File: src/inc/key_slot_pkg.sv
// Package for the key-slot selection and interrupt register bank.
// Assumes a 32-bit APB slave with byte addresses equal to register offsets.
package key_slot_pkg;

    // Register byte offsets.
    localparam logic [11:0] OFF_IRQ_ENABLE_DIRECT = 12'h300;
    localparam logic [11:0] OFF_IRQ_ENABLE_SET = 12'h304;
    localparam logic [11:0] OFF_IRQ_ENABLE_CLEAR = 12'h308;
    localparam logic [11:0] OFF_IRQ_PENDING_VIEW = 12'h30C;
    localparam logic [11:0] OFF_EVENT_FLAGS = 12'h100;
    localparam logic [11:0] OFF_SELECTION_OUTCOME = 12'h40C;
    localparam logic [11:0] OFF_SLOT_CHOICE = 12'h500;

    // Event bit positions.
    localparam int BIT_PUSHED = 0;
    localparam int BIT_REVOKED = 1;
    localparam int BIT_FAULT = 2;
    localparam int NUM_EVENTS = 3;

    // Status bit positions.
    localparam int BIT_SELECTED = 0;
    localparam int BIT_BLOCKED = 1;

    // Reset values.
    localparam logic [2:0] RST_ENABLE = 3'h0;
    localparam logic [31:0] RST_SLOT = 32'h00000000;
    localparam logic [1:0] RST_STATUS = 2'h0;

    // Identifier that selects no slot.
    localparam logic [31:0] SLOT_NONE = 32'h00000000;

    // Events reported by the key store and push datapath.
    typedef struct packed {
        logic fault;
        logic revoked;
        logic pushed;
    } slot_events_t;

    // Outcome of a selection, as reported by the key store.
    typedef struct packed {
        logic blocked;
        logic selected;
    } select_outcome_t;

endpackage : key_slot_pkg

File: src/verilog/slot_table.sv
// Small table of slot-valid bits, one per configuration index.
// Assumes a single clock; read data are registered.
`timescale 1ns/10ps
module slot_table
    import key_slot_pkg::*;
#(
    parameter int DEPTH = 8
) (
    // Clock and reset.
    input wire logic ref_clk,
    input wire logic rstn,
    // Write port.
    input wire logic wrEn,
    input wire logic [$clog2(DEPTH)-1:0] wrIdx,
    input wire logic wrValid,
    // Read port.
    input wire logic [$clog2(DEPTH)-1:0] rdIdx,
    output logic rdValid
);

    // A table of one entry cannot tell slots apart, so refuse it at elaboration.
    if (DEPTH < 2) begin : g_bad_depth
        $error("DEPTH must be at least 2");
    end

    logic [DEPTH-1:0] mem_q;

    // Storage of the valid flags; cleared at reset so no slot is usable.
    always_ff @(posedge ref_clk or negedge rstn) begin
        if (!rstn) begin
            mem_q <= '0;
        end else if (wrEn) begin
            mem_q[wrIdx] <= wrValid;
        end
    end

    // Registered read.
    always_ff @(posedge ref_clk or negedge rstn) begin
        if (!rstn) begin
            rdValid <= 1'b0;
        end else begin
            rdValid <= mem_q[rdIdx];
        end
    end

endmodule : slot_table

File: src/verilog/key_slot_regs.sv
// Notes on behaviour
// - Set view writes one to enable
// - Clear view writes one to disable
// - Pending view is read only
// - Selection write clears then updates status
// - Selected bit shows successful selection
// - Blocked bit shows detected access violation
// - Slot choice register holds chosen identifier
// - Identifier zero selects no slot
// - Configuration index N is identifier N+1
// - Direct enable register writes all enables
// - Fault raised on push without slot
//
// Register bank of the key manager: interrupt enables, event flags,
// selection status and slot choice, reached over APB.
// Assumes event and access inputs come from logic on ref_clk.
`timescale 1ns/10ps
module key_slot_regs
    import key_slot_pkg::*;
#(
    parameter int NUM_SLOTS = 8
) (
    // Clock and reset.
    input wire logic ref_clk,
    input wire logic rstn,
    // APB slave.
    input wire logic psel,
    input wire logic penable,
    input wire logic pwrite,
    input wire logic [11:0] paddr,
    input wire logic [31:0] pwdata,
    output logic [31:0] prdata,
    output logic pready,
    output logic pslverr,
    // Datapath events and slot configuration.
    input wire slot_events_t eventIn,
    input wire logic pushRequest,
    input wire logic destDefined,
    input wire logic accessViolation,
    input wire logic cfgWrEn,
    input wire logic [$clog2(NUM_SLOTS)-1:0] cfgIdx,
    input wire logic cfgValid,
    // Outputs to the datapath and processor.
    output logic [31:0] slotChoice,
    output logic slotSelected,
    output logic irq
);

    localparam int IW = $clog2(NUM_SLOTS);

    // Refuse slot counts that the index decode cannot serve, at elaboration.
    if (NUM_SLOTS < 2 || NUM_SLOTS > 255) begin : g_bad_slots
        $error("NUM_SLOTS out of range");
    end

    logic [2:0] enable_q;
    logic [2:0] flags_q;
    logic [31:0] slot_q;
    select_outcome_t status_q;
    logic evalPending_q;
    logic [31:0] evalId_q;
    logic tableValid;
    logic [IW-1:0] lookupIdx;
    logic [2:0] raise;
    logic [2:0] pending;
    logic wrAcc;
    logic rdAcc;

    // Access decode; every transfer completes in its first access cycle.
    assign wrAcc = psel && penable && pwrite;
    assign rdAcc = psel && penable && !pwrite;
    assign pready = 1'b1;

    // Map identifier to configuration index (identifier minus one).
    function automatic logic [IW-1:0] id_to_index(input logic [31:0] id);
        logic [31:0] t;
        t = id - 32'h00000001;
        return t[IW-1:0];
    endfunction : id_to_index

    // True when an identifier names a slot that exists.
    function automatic logic id_in_range(input logic [31:0] id);
        return (id != SLOT_NONE) && (id <= 32'(NUM_SLOTS));
    endfunction : id_in_range

    // Unmapped addresses give an error response.
    always_comb begin
        case (paddr)
            OFF_IRQ_ENABLE_DIRECT, OFF_IRQ_ENABLE_SET, OFF_IRQ_ENABLE_CLEAR,
            OFF_IRQ_PENDING_VIEW, OFF_EVENT_FLAGS, OFF_SELECTION_OUTCOME,
            OFF_SLOT_CHOICE: pslverr = 1'b0;
            default: pslverr = psel && penable;
        endcase
    end

    // Enable bits; the three views share one register.
    always_ff @(posedge ref_clk or negedge rstn) begin
        if (!rstn) begin
            enable_q <= RST_ENABLE;
        end else if (wrAcc) begin
            if (paddr == OFF_IRQ_ENABLE_DIRECT) begin
                enable_q <= pwdata[2:0];
            end
            if (paddr == OFF_IRQ_ENABLE_SET) begin
                enable_q <= enable_q | pwdata[2:0];
            end
            if (paddr == OFF_IRQ_ENABLE_CLEAR) begin
                enable_q <= enable_q & ~pwdata[2:0];
            end
        end
    end

    always_comb begin
        raise = {eventIn.fault, eventIn.revoked, eventIn.pushed};
        if (pushRequest && (slot_q == SLOT_NONE || !destDefined)) begin
            raise[BIT_FAULT] = 1'b1;
        end
    end

    // Sticky event flags, cleared by writing one; a new event wins over the clear.
    always_ff @(posedge ref_clk or negedge rstn) begin
        if (!rstn) begin
            flags_q <= '0;
        end else if (wrAcc && paddr == OFF_EVENT_FLAGS) begin
            flags_q <= (flags_q & ~pwdata[2:0]) | raise;
        end else begin
            flags_q <= flags_q | raise;
        end
    end

    assign pending = flags_q & enable_q;
    assign irq = |pending;

    always_ff @(posedge ref_clk or negedge rstn) begin
        if (!rstn) begin
            slot_q <= RST_SLOT;
        end else if (wrAcc && paddr == OFF_SLOT_CHOICE) begin
            slot_q <= pwdata;
        end
    end
    assign slotChoice = slot_q;

    assign lookupIdx = id_to_index(pwdata);

    slot_table #(
        .DEPTH(NUM_SLOTS)
    ) u_table (
        .ref_clk(ref_clk),
        .rstn(rstn),
        .wrEn(cfgWrEn),
        .wrIdx(cfgIdx),
        .wrValid(cfgValid),
        .rdIdx(lookupIdx),
        .rdValid(tableValid)
    );

    // Track the selection whose table lookup is in flight.
    always_ff @(posedge ref_clk or negedge rstn) begin
        if (!rstn) begin
            evalPending_q <= 1'b0;
            evalId_q <= SLOT_NONE;
        end else begin
            evalPending_q <= wrAcc && paddr == OFF_SLOT_CHOICE;
            evalId_q <= pwdata;
        end
    end

    always_ff @(posedge ref_clk or negedge rstn) begin
        if (!rstn) begin
            status_q <= RST_STATUS;
        end else if (wrAcc && paddr == OFF_SLOT_CHOICE) begin
            status_q <= RST_STATUS;
        end else if (evalPending_q) begin
            status_q.selected <= id_in_range(evalId_q) && tableValid;
            status_q.blocked <= accessViolation;
        end else if (accessViolation) begin
            status_q.blocked <= 1'b1;
        end
    end
    assign slotSelected = status_q.selected;

    // Read data; reserved bits read as zero.
    // pending read only
    always_ff @(posedge ref_clk or negedge rstn) begin
        if (!rstn) begin
            prdata <= 32'h00000000;
        end else if (psel && !penable && !pwrite) begin
            case (paddr)
                OFF_IRQ_ENABLE_DIRECT: prdata <= {29'h0, enable_q};
                OFF_IRQ_ENABLE_SET: prdata <= {29'h0, enable_q};
                OFF_IRQ_ENABLE_CLEAR: prdata <= {29'h0, enable_q};
                OFF_IRQ_PENDING_VIEW: prdata <= {29'h0, pending};
                OFF_EVENT_FLAGS: prdata <= {29'h0, flags_q};
                OFF_SELECTION_OUTCOME: prdata <= {30'h0, status_q};
                OFF_SLOT_CHOICE: prdata <= slot_q;
                default: prdata <= 32'h00000000;
            endcase
        end
    end

    // Checks.
    chk_set_view_or: assert property (@(posedge ref_clk) disable iff (!rstn)
        wrAcc && paddr == OFF_IRQ_ENABLE_SET |=> (enable_q & $past(pwdata[2:0])) == $past(pwdata[2:0]))
        else $error("set view did not enable");
    chk_clr_view_and: assert property (@(posedge ref_clk) disable iff (!rstn)
        wrAcc && paddr == OFF_IRQ_ENABLE_CLEAR |=> (enable_q & $past(pwdata[2:0])) == 3'h0)
        else $error("clear view did not disable");
    chk_pending_stable: assert property (@(posedge ref_clk) disable iff (!rstn)
        wrAcc && paddr == OFF_IRQ_PENDING_VIEW && raise == 3'h0
        |=> $stable(flags_q) && $stable(enable_q))
        else $error("pending view write changed state");
    chk_status_cleared: assert property (@(posedge ref_clk) disable iff (!rstn)
        wrAcc && paddr == OFF_SLOT_CHOICE |=> status_q == RST_STATUS)
        else $error("status not cleared on selection");
    chk_zero_unselected: assert property (@(posedge ref_clk) disable iff (!rstn)
        wrAcc && paddr == OFF_SLOT_CHOICE && pwdata == SLOT_NONE |=> ##1 !status_q.selected)
        else $error("zero identifier selected a slot");
    chk_slot_held: assert property (@(posedge ref_clk) disable iff (!rstn)
        wrAcc && paddr == OFF_SLOT_CHOICE |=> slot_q == $past(pwdata))
        else $error("slot choice not stored");
    chk_fault_raised: assert property (@(posedge ref_clk) disable iff (!rstn)
        pushRequest && slot_q == SLOT_NONE |=> flags_q[BIT_FAULT])
        else $error("fault not raised on empty push");
    chk_irq_pending: assert property (@(posedge ref_clk) disable iff (!rstn)
        irq == ((flags_q & enable_q) != 3'h0))
        else $error("interrupt does not match pending");
    chk_blocked_seen: assert property (@(posedge ref_clk) disable iff (!rstn)
        accessViolation && !(wrAcc && paddr == OFF_SLOT_CHOICE) |=> status_q.blocked)
        else $error("violation not reported");
    cov_select: cover property (@(posedge ref_clk) disable iff (!rstn)
        evalPending_q ##1 status_q.selected);
    cov_irq: cover property (@(posedge ref_clk) disable iff (!rstn) $rose(irq));
    cov_fault: cover property (@(posedge ref_clk) disable iff (!rstn) $rose(flags_q[BIT_FAULT]));

endmodule : key_slot_regs

File: config.mk
export PLATFORM = sky130hd
export DESIGN_NAME = key_slot_regs
export DESIGN_NICKNAME = d
export VERILOG_FILES = /design/src/inc/key_slot_pkg.sv /design/src/verilog/slot_table.sv /design/src/verilog/key_slot_regs.sv
export SDC_FILE = /design/constraint.sdc
export NUM_CORES = 1
export LEC_CHECK = 0
export ABC_CLOCK_PERIOD_IN_PS = 1250
export BUFFER_PORTS_ARGS = -buffer_cell sky130_fd_sc_hd__buf_2
export CAP_MARGIN = 25
export CELL_PAD_IN_SITES_DETAIL_PLACEMENT = 0
export CELL_PAD_IN_SITES_GLOBAL_PLACEMENT = 2
export CORE_ASPECT_RATIO = 0.7
export CORE_MARGIN = 3
export CORE_UTILIZATION = 31
export CTS_CLUSTER_DIAMETER = 120
export DETAILED_ROUTE_END_ITERATION = 16
export PLACE_DENSITY = 0.8
export SETUP_SLACK_MARGIN = 0.02
export SLEW_MARGIN = 20
export SYNTH_ARGS = -nofsm -noshare
export SYNTH_HDL_FRONTEND = slang
export SYNTH_SLANG_ARGS = --single-unit
export TNS_END_PERCENT = 100
File: constraint.sdc
create_clock -name ref_clk -period 1.25 [get_ports ref_clk]
set_input_delay 0.125 -clock ref_clk [delete_from_list [all_inputs] [get_ports ref_clk]]
set_output_delay 0.125 -clock ref_clk [all_outputs]
set_load 0.03 [all_outputs]
### After elaboration in Yosys (flattened, before gate mapping)

Cells that the tools add are included.

| storage, ports and cells | value |
|---|---|
| word-level logic and storage cells | 68 |
| bits in registers | 114 |
| output and inout bits | 68 |
| input bits | 60 |

| operators by class | value |
|---|---|
| equal/unequal tests | 7 |
| reductions and logical operators | 23 |
| $lt $le $gt $ge | 4 |
| add/subtract/negate cells | 1 |
| bitwise gates (word level) | 7 |
| mux-type cells | 16 |

Operator list:

| cell | count |
|---|---|
| 32-bit one-hot mux with 5 select lines | 1 |
| 12-bit by 10-bit equality test with 1-bit output, second input constant | 4 |
| 32-bit by 4-bit <= comparator with 1-bit output, second input constant | 1 |
| 32-bit logical NOT | 1 |
| 32-bit nonzero test | 1 |
| 12-bit by 11-bit equality test with 1-bit output, second input constant | 2 |
| 12-bit by 9-bit equality test with 1-bit output, second input constant | 1 |
| 3-bit two-way mux | 4 |
| 1-bit logical AND | 10 |
| 3-bit AND | 3 |
| 3-bit OR | 3 |
| 8-bit bitwise mux | 1 |
| 3-bit by 4-bit less-than comparator with 1-bit output, second input constant | 2 |
| 1-bit two-way mux | 7 |
| 7-bit OR reduction | 1 |
| 3-bit nonzero test | 2 |
| 3-bit OR reduction | 2 |
| 1-bit binary-select mux with 3-bit select | 1 |
| 1-bit demux with 3-bit select | 1 |
| 3-bit by 1-bit >= comparator with 1-bit output, second input constant | 1 |
| 1-bit logical NOT | 3 |
| 3-bit inverter | 1 |
| 3-bit by 1-bit subtractor with 3-bit output, second input constant | 1 |
| 2-bit two-way mux | 1 |
| 3 further kinds | 3 |

### Depth between registers and ports, before layout

Gate-level depths: netlist of the first run.

| depth | value |
|---|---|
| word-level depth | 6 |
| mapped depth | 7 |
| gate-level depth less buffers | 4 |

### Modules after synthesis

Synthesis of the first run repeated with hierarchy kept, for this count alone.

| unflattened totals | value |
|---|---|
| cell total of the unflattened synthesis | 303 |
| area total of the unflattened synthesis | 4428.0 µm² |

Modules (own cells, without submodules):

| module | seq. area each (µm²) | area an instance (µm²) | cells each | times used |
|---|---|---|---|---|
| key_slot_regs | 2627.5 | 3970.1 | 275 | 1 |
| slot_table | 225.2 | 457.9 | 28 | 1 |

### Worst setup path before layout of the first run

OpenSTA, ideal clock, no wires.

| timing | value |
|---|---|
| path type | in2reg |
| start | input paddr[11] |
| end | register slot_q[10] (netlist: slotChoice[10]) |
| buffers on the path | 1 |
| stages | 5 |
| arrival time | 1.610 ns |
| path slack | -0.485 ns |
| library setup time | 0.125 ns |
| data required time | 1.125 ns |
| path through | or4_4 -> nor3_4 -> nand4_4 -> buf_6 -> mux2_4 |

| between the ends | value |
|---|---|
| word-level cells in the longest chain between the ends | 2 |

Ends and longest elaborated chain:

| what | line | RTL |
|---|---|---|
| start: declaration | key_slot_regs.sv:30 | `input wire logic [11:0] paddr,` |
| 12-bit by 11-bit equality test with 1-bit output | key_slot_regs.sv:137 | `end else if (wrAcc && paddr == OFF_SLOT_CHOICE) begin` |
| 1-bit logical AND | key_slot_regs.sv:137 |  |
| end signal: assignment | key_slot_regs.sv:138 | `slot_q <= pwdata;` |
| end: declaration | key_slot_regs.sv:58 | `logic [31:0] slot_q;` |

No other way between the ends.
A chain may end at the register's enable or synchronous reset.

### Final worst setup path of the first run

| timing | value |
|---|---|
| start | input paddr[11] |
| end | register slot_q[22] (netlist: slotChoice[22]) |

Same word-level chain as after synthesis.

==> reports/qor.txt, run 1 <==
RePlAce Congestion = 0.860
Max incr delay on CP = 580 ps
RSZ-0062 raised after global routing = yes
Die Wd = 152 um
Setup crit start kind = input pin
Critical path arrival = 1890 ps
Final Hold Vio Count = 0
Hold Crit Class = in -> reg
Port Buffer Count = 126
Final worst-path cycle share = 1.28
Tmin final = 1600 ps
Initial Utilization = 0.324
Clock skew = 8.17 ps
Fin nets = 636
CP cell instances = buf_6 -> or4_4 -> nor3_4 -> buf_6 -> nand4_4 -> buf_12 -> buf_16 -> mux2_4
HP Start = cfgValid
Initial DRC Count = 178
Fmax = 0.624 GHz
Area of the multi-input gates = 1730 sq um
Int Power = 7.76 mW
Die Area = 16400 sq um
Root Driver = clkbuf_16
Longest Clk Path Bufs = 2
Core Rows = 36
Hpwl dp = 9740 um
Post-DR vias/cell = 4.77
Syn-to-layout area delta = 67.7%
Post-route insts no fill = 778
Most used cell, CP = buf_6
Die Y = 108 um
Final WL = 15100 um
Switching share of power = 0.223
Worst path bufs/invs = 4
Cell family with most CP delay = simple AND/OR/NAND/NOR gates
Met2 Track Usage GR = 0.269
Vias in the first global route = 3911
Synth Instances = 319
Gr usage total = 0.183
Max cap viols = 0
Core area = 14200 sq um
Clock Pin Slew Worst Setup and Hold Paths = 60 ps
CTS Buf Count = 17
Most frequent cells in the layout = dfrtp_1, buf_2, buf_6
Final antenna-violating net count = 0
Post-synthesis sequential area ratio = 0.619
Slew Viols, Final = 0
Pin count of the biggest net entering global routing = 40
WHS = 58.3 ps
Post-synth EDFFs = 0
CP Launch Point = paddr[11]
Worst skew pair latency = 400 ps
Share of cells above drive strength 1 = 0.543
DRC errors left = 0
Initial antenna violation count = 0
Flip-flop and latch area = 2850 sq um
Synth cell types = 50
Htree depth = 4
I/O pin count = 128
Post-synthesis register bit count = 114
PD cells = 1290 nW/um^2
Clock Sinks = 114
Primary FF master, synth = dfrtp_1
Final worst slack = -354 ps
Wirelength per Cell = 19.4 um
Share of power burned in registers = 0.390
Global Route met3 Usage = 0.0406
ANT cells = 0
Sw Pwr = 2.22 mW
Fill count = 1206
Mean post-synth cell area = 14.5 sq um
First-pass GRT wire length = 22400 um
Synth warn = 0
Post-Synthesis Net Count = 380
GRT overflow = 0
Mapped Area = 4610 sq um
Peak supply drop = 0.000867 V
Logic pwr share = 0.073
Critical path's slowest cell = or4_4
Kind of critical path = in -> reg
Failing checks = negative setup slack
Fraction of registers with async set/reset = 1.00
Commonest non-fill, non-tap cell in the layout = dfrtp_1
Via Count = 3710
Gr busiest metal = met1
Worst r2r src = slotChoice[22]$_DFFE_PN0P_
CTS tree = yes
Crit-path max FO = 9
Clock share of power = 0.537
Met1 Usage GRT = 0.276
First-pass DRT Iterations = 4
Leakage power = 3.86 nW
Cell Count Post-Placement = 690
Critical Path RT = 1540 ps
Endpoints failing setup = 74
Status = finished with violations
Setup crit end kind = flip-flop
## synth_stat cells, drive strengths merged, types with 2 or more instances
cell type  instances  share of area
mux2i              2         0.0043
nor4              12          0.016
or3b               3         0.0057
mux4               2         0.0098
buf               10          0.020
nand2              6         0.0049
a21oi              6         0.0065
nand4              7          0.013
clkbuf             6         0.0049
nor3b              4         0.0076
inv                7         0.0057
nor2               9         0.0079
nor2b              2         0.0027
o21a               2         0.0033
o211ai             2         0.0033
o21ai              4         0.0043
nor4b              4          0.011
mux2              41           0.12
a21o               2         0.0033
nand4b             3         0.0057
a31oi              3         0.0041
or4                2         0.0041
nor3              11          0.014
a22o              32          0.061
dfrtp            114           0.62
and2               2         0.0027
nand3              7         0.0076
## state kept, by name, summed over array words and instances (netlist names)
signal / count
slotSelected: 1
status_q: 1
evalPending_q: 1
prdata: 32
flags_q: 3
slotChoice: 32
u_table.rdValid: 1
enable_q: 3
evalId_q: 32
u_table.mem_q: 8
## stage by stage
step	utilization	instance area [sq um]	setup TNS, ps	setup slack (ps)	power (mW)
finish	0.544	7740	-19730	-354	9.99
global route	0.544	7740	-21460	-389	10.3
CTS	0.526	7490	-16640	-352	10.0
detailed placement	0.419	5960	-41160	-591	4.55
global placement	0.419	5960	-37910	-540	4.53
floorplan	-	4630	-27410	-485	4.17
## layout make-up
class	instances	share of cell area
Clock buffer	17	0.0550
Clock inverter	15	0.0299
Inverter	7	0.00340
Multi-Input combinational cell	182	0.224
Sequential cell	114	0.369
Tap cell	190	0.0307
Timing Repair Buffer	253	0.288
## per-layer routing
| metal | up-vias | part of all wire |
|---|---|---|
| li1 | 1722 | - |
| met1 | 1844 | 0.48 |
| met2 | 133 | 0.45 |
| met3 | 11 | 0.061 |
| met4 | 0 | 0.0097 |
| met5 | - | 0 |
## power groups by stage
| stage | Clock, mW | Combinational, mW | Sequential, mW |
|---|---|---|---|
| after floorplan | 0 | 0.222 | 3.95 |
| after global placement | 0 | 0.591 | 3.94 |
| after detailed placement | 0 | 0.601 | 3.95 |
| after CTS | 5.42 | 0.723 | 3.89 |
| after global routing | 5.61 | 0.796 | 3.90 |
| final | 5.37 | 0.728 | 3.89 |
## final timing paths
kind	end	slack (ps)	cells past startpoint
hold reg to reg	prdata[23]$_DFFE_PN0P_	500	1
setup / recovery	slotChoice[22]$_DFFE_PN0P_	-350	8
min in group asynchronous	prdata[0]$_DFFE_PN0P_	180	2
max in group asynchronous	slotChoice[15]$_DFFE_PN0P_	550	3
setup reg to reg	flags_q[2]$_DFF_PN0_	-310	6
hold / removal	u_table.mem_q[1]$_DFFE_PN0P_	60	2
## cells by family (layout without fill, tap and decap cells)
| logic type | count (synthesis) | after routing | share of synthesized area |
|---|---|---|---|
| compound gates | 55 | 55 | 0.0931 |
| xor+xnor | 2 | 2 | 0.00380 |
| fa+ha+maj | 1 | 1 | 0.00271 |
| buf+inv | 23 | 292 | 0.0307 |
| flops | 114 | 114 | 0.619 |
| mux | 45 | 45 | 0.137 |
| other cells | 1 | 1 | 0.000813 |
| simple gates | 78 | 78 | 0.113 |
## what timing repair did
item / 4_1_cts / 5_1_grt
pin swaps: 13 / 11
endpoints found under the hold margin: 177 / 0
setup endpoints to repair: 100 / 100
hold buffers: 37 / 0
gates cloned: 5 / 2
setup buffers: 10 / 8
gates resized for setup: 85 / 47
(Power assumes the default switching activity.)
==> inputs of run 2 (changes only) <==
- BUFFER_PORTS_ARGS: -buffer_cell sky130_fd_sc_hd__buf_2 -> -buffer_cell sky130_fd_sc_hd__clkbuf_2
==> run 2 against run 1 <==
  * The run still ends with negative setup slack left
  * Global-route usage about the same
  * Clock power down 10%
  * Hold slack better by 19 ps
  * Routed wire length down 0.87%
  * Critical path type is now reg -> out
  * Utilization up 0.40 points
  * Flip-flop and latch count unchanged
  * Critical path depth down 4
==> reports/qor.txt, run 2 (same netlist as run 1, synthesis figures left out) <==
Status = finished with violations
Failing checks = negative setup slack
Fmax = 0.627 GHz (+0.48%)
Hpwl dp = 9550 um (-1.9%)
Die Wd = 152 um (unchanged)
Critical path's slowest cell = dfrtp_1
Total negative slack = -15180 ps (+4550 ps)
Initial DRC Count = 182 (+2.2%)
Crit-path max FO = 2 (-7)
DRC errors left = 0 (unchanged)
Fin area = 7790 sq um (+0.73%)
Initial Utilization = 0.324 (unchanged)
Initial antenna violation count = 0 (unchanged)
Final antenna-violating net count = 0 (unchanged)
I/O pin count = 128 (unchanged)
Worst skew pair latency = 410 ps (about the same)
Longest Clk Path Bufs = 2 (unchanged)
Peak supply drop = 0.000942 V (+8.6%)
Worst path bufs/invs = 3 (-1)
CP cell instances = buf_6 -> a222oi_1 -> inv_1 -> buf_8
Pin count of the biggest net entering global routing = 50 (+25%)
Root Driver = clkbuf_16
Post-DR vias/cell = 4.77 (about the same)
Vias in the first global route = 3868 (-1.1%)
Wirelength per Cell = 19.2 um (-1.1%)
Core area = 14200 sq um (unchanged)
Slew Viols, Final = 0 (unchanged)
Tmin final = 1600 ps (-7.71 ps)
Most frequent cells in the layout = dfrtp_1, clkbuf_2, buf_4
Share of cells above drive strength 1 = 0.534 (-0.00862)
Fin nets = 639 (+0.47%)
CTS Buf Count = 17 (unchanged)
Fill count = 1218 (+1.0%)
RePlAce Congestion = 0.827 (-3.9%)
First-pass GRT wire length = 22200 um (-0.62%)
Cell family with most CP delay = flip-flops
Die Y = 108 um (unchanged)
Critical Path RT = 1120 ps (-420 ps)
Critical path arrival = 1470 ps (-420 ps)
Clock skew = 8.54 ps (+0.373 ps)
Area of the multi-input gates = 1710 sq um (-1.2%)
CTS tree = yes
Final worst-path cycle share = 1.28 (-0.00617)
WHS = 77.7 ps (+19.4 ps)
Via Count = 3722 (+0.32%)
Gr usage total = 0.183 (about the same)
Commonest non-fill, non-tap cell in the layout = dfrtp_1
Htree depth = 4 (unchanged)
Setup crit end kind = primary output
Post-route insts no fill = 780 (+0.26%)
Hold Crit Class = in -> reg
Cell Count Post-Placement = 687 (-0.43%)
Final worst slack = -346 ps (+7.71 ps)
Final WL = 15000 um (-0.87%)
Kind of critical path = reg -> out
Flip-flop and latch area = 2850 sq um (unchanged)
Final Hold Vio Count = 0 (unchanged)
Syn-to-layout area delta = 69.0%
Leakage power = 3.86 nW (about the same)
Post-Place Cell Area = 5940 sq um (-0.38%)
First-pass DRT Iterations = 4 (unchanged)
Port Buffer Count = 126 (unchanged)
Core Rows = 36 (unchanged)
Endpoints failing setup = 72 (-2.7%)
Clock Pin Slew Worst Setup and Hold Paths = 50 ps (about the same)
GRT overflow = 0 (unchanged)
PD cells = 1210 nW/um^2 (-6.1%)
Max cap viols = 0 (unchanged)
ANT cells = 0 (unchanged)
Clock Sinks = 114 (unchanged)
Max incr delay on CP = 390 ps (-190 ps)
RSZ-0062 raised after global routing = yes
Setup crit start kind = flip-flop
Die Area = 16400 sq um (unchanged)
[run 2: timing repair]
| action | 4_1_cts | 5_1_grt |
|---|---|---|
| pin swaps | 16 | 9 |
| cloned | 5 | 1 |
| buffers inserted | 17 | 14 |
| endpoints found under the hold margin | 177 | 0 |
| resized for setup | 111 | 55 |
| endpoints found under the setup margin | 102 | 107 |
| hold buffers | 37 | 0 |
[run 2: metal layers]
metal / global-route usage / wire (um)
met1: 0.269 / 7090
met2: 0.264 / 6700
met3: 0.0494 / 996
met4: 0.0571 / 179
met5: 0 / 0
[run 2: final cells by class]
type                    count  share of cell area
flip-flops and latches    114               0.366
multi-input cells         182               0.220
clock buffers              20              0.0573
clock inverters            11              0.0177
inverters                   7             0.00337
well taps                 190              0.0305
repair buffers            256               0.305
[run 2: power by group]
part | switching [mW] | internal (mW)
registers | 0.0733 | 3.83
clock network | 1.68 | 3.15
logic | 0.338 | 0.372
total | 2.09 | 7.35
[run 2: path summary, 6_finish.rpt]
| check | start | end | slack [ps] | cells after the start |
|---|---|---|---|---|
| min in group asynchronous | rstn | slotChoice[28]$_DFFE_PN0P_ | 160 | 2 |
| max in group asynchronous | rstn | prdata[4]$_DFFE_PN0P_ | 540 | 3 |
| max | flags_q[2]$_DFF_PN0_ | irq | -350 | 4 |
| min | cfgValid | u_table.mem_q[1]$_DFFE_PN0P_ | 80 | 2 |
| min reg2reg | prdata[28]$_DFFE_PN0P_ | prdata[28]$_DFFE_PN0P_ | 500 | 1 |
| max reg2reg | slotChoice[30]$_DFFE_PN0P_ | flags_q[2]$_DFF_PN0_ | -270 | 6 |
[run 2: per-stage QoR]
| stage | util | power (mW) | setup slack (ps) |
|---|---|---|---|
| final | 0.547 | 9.44 | -346 |
| after global routing | 0.547 | 9.78 | -414 |
| after CTS | 0.536 | 9.50 | -372 |
| after detailed placement | 0.417 | 4.54 | -571 |
| after global placement | 0.417 | 4.53 | -553 |
| after floorplan | - | 4.17 | -485 |
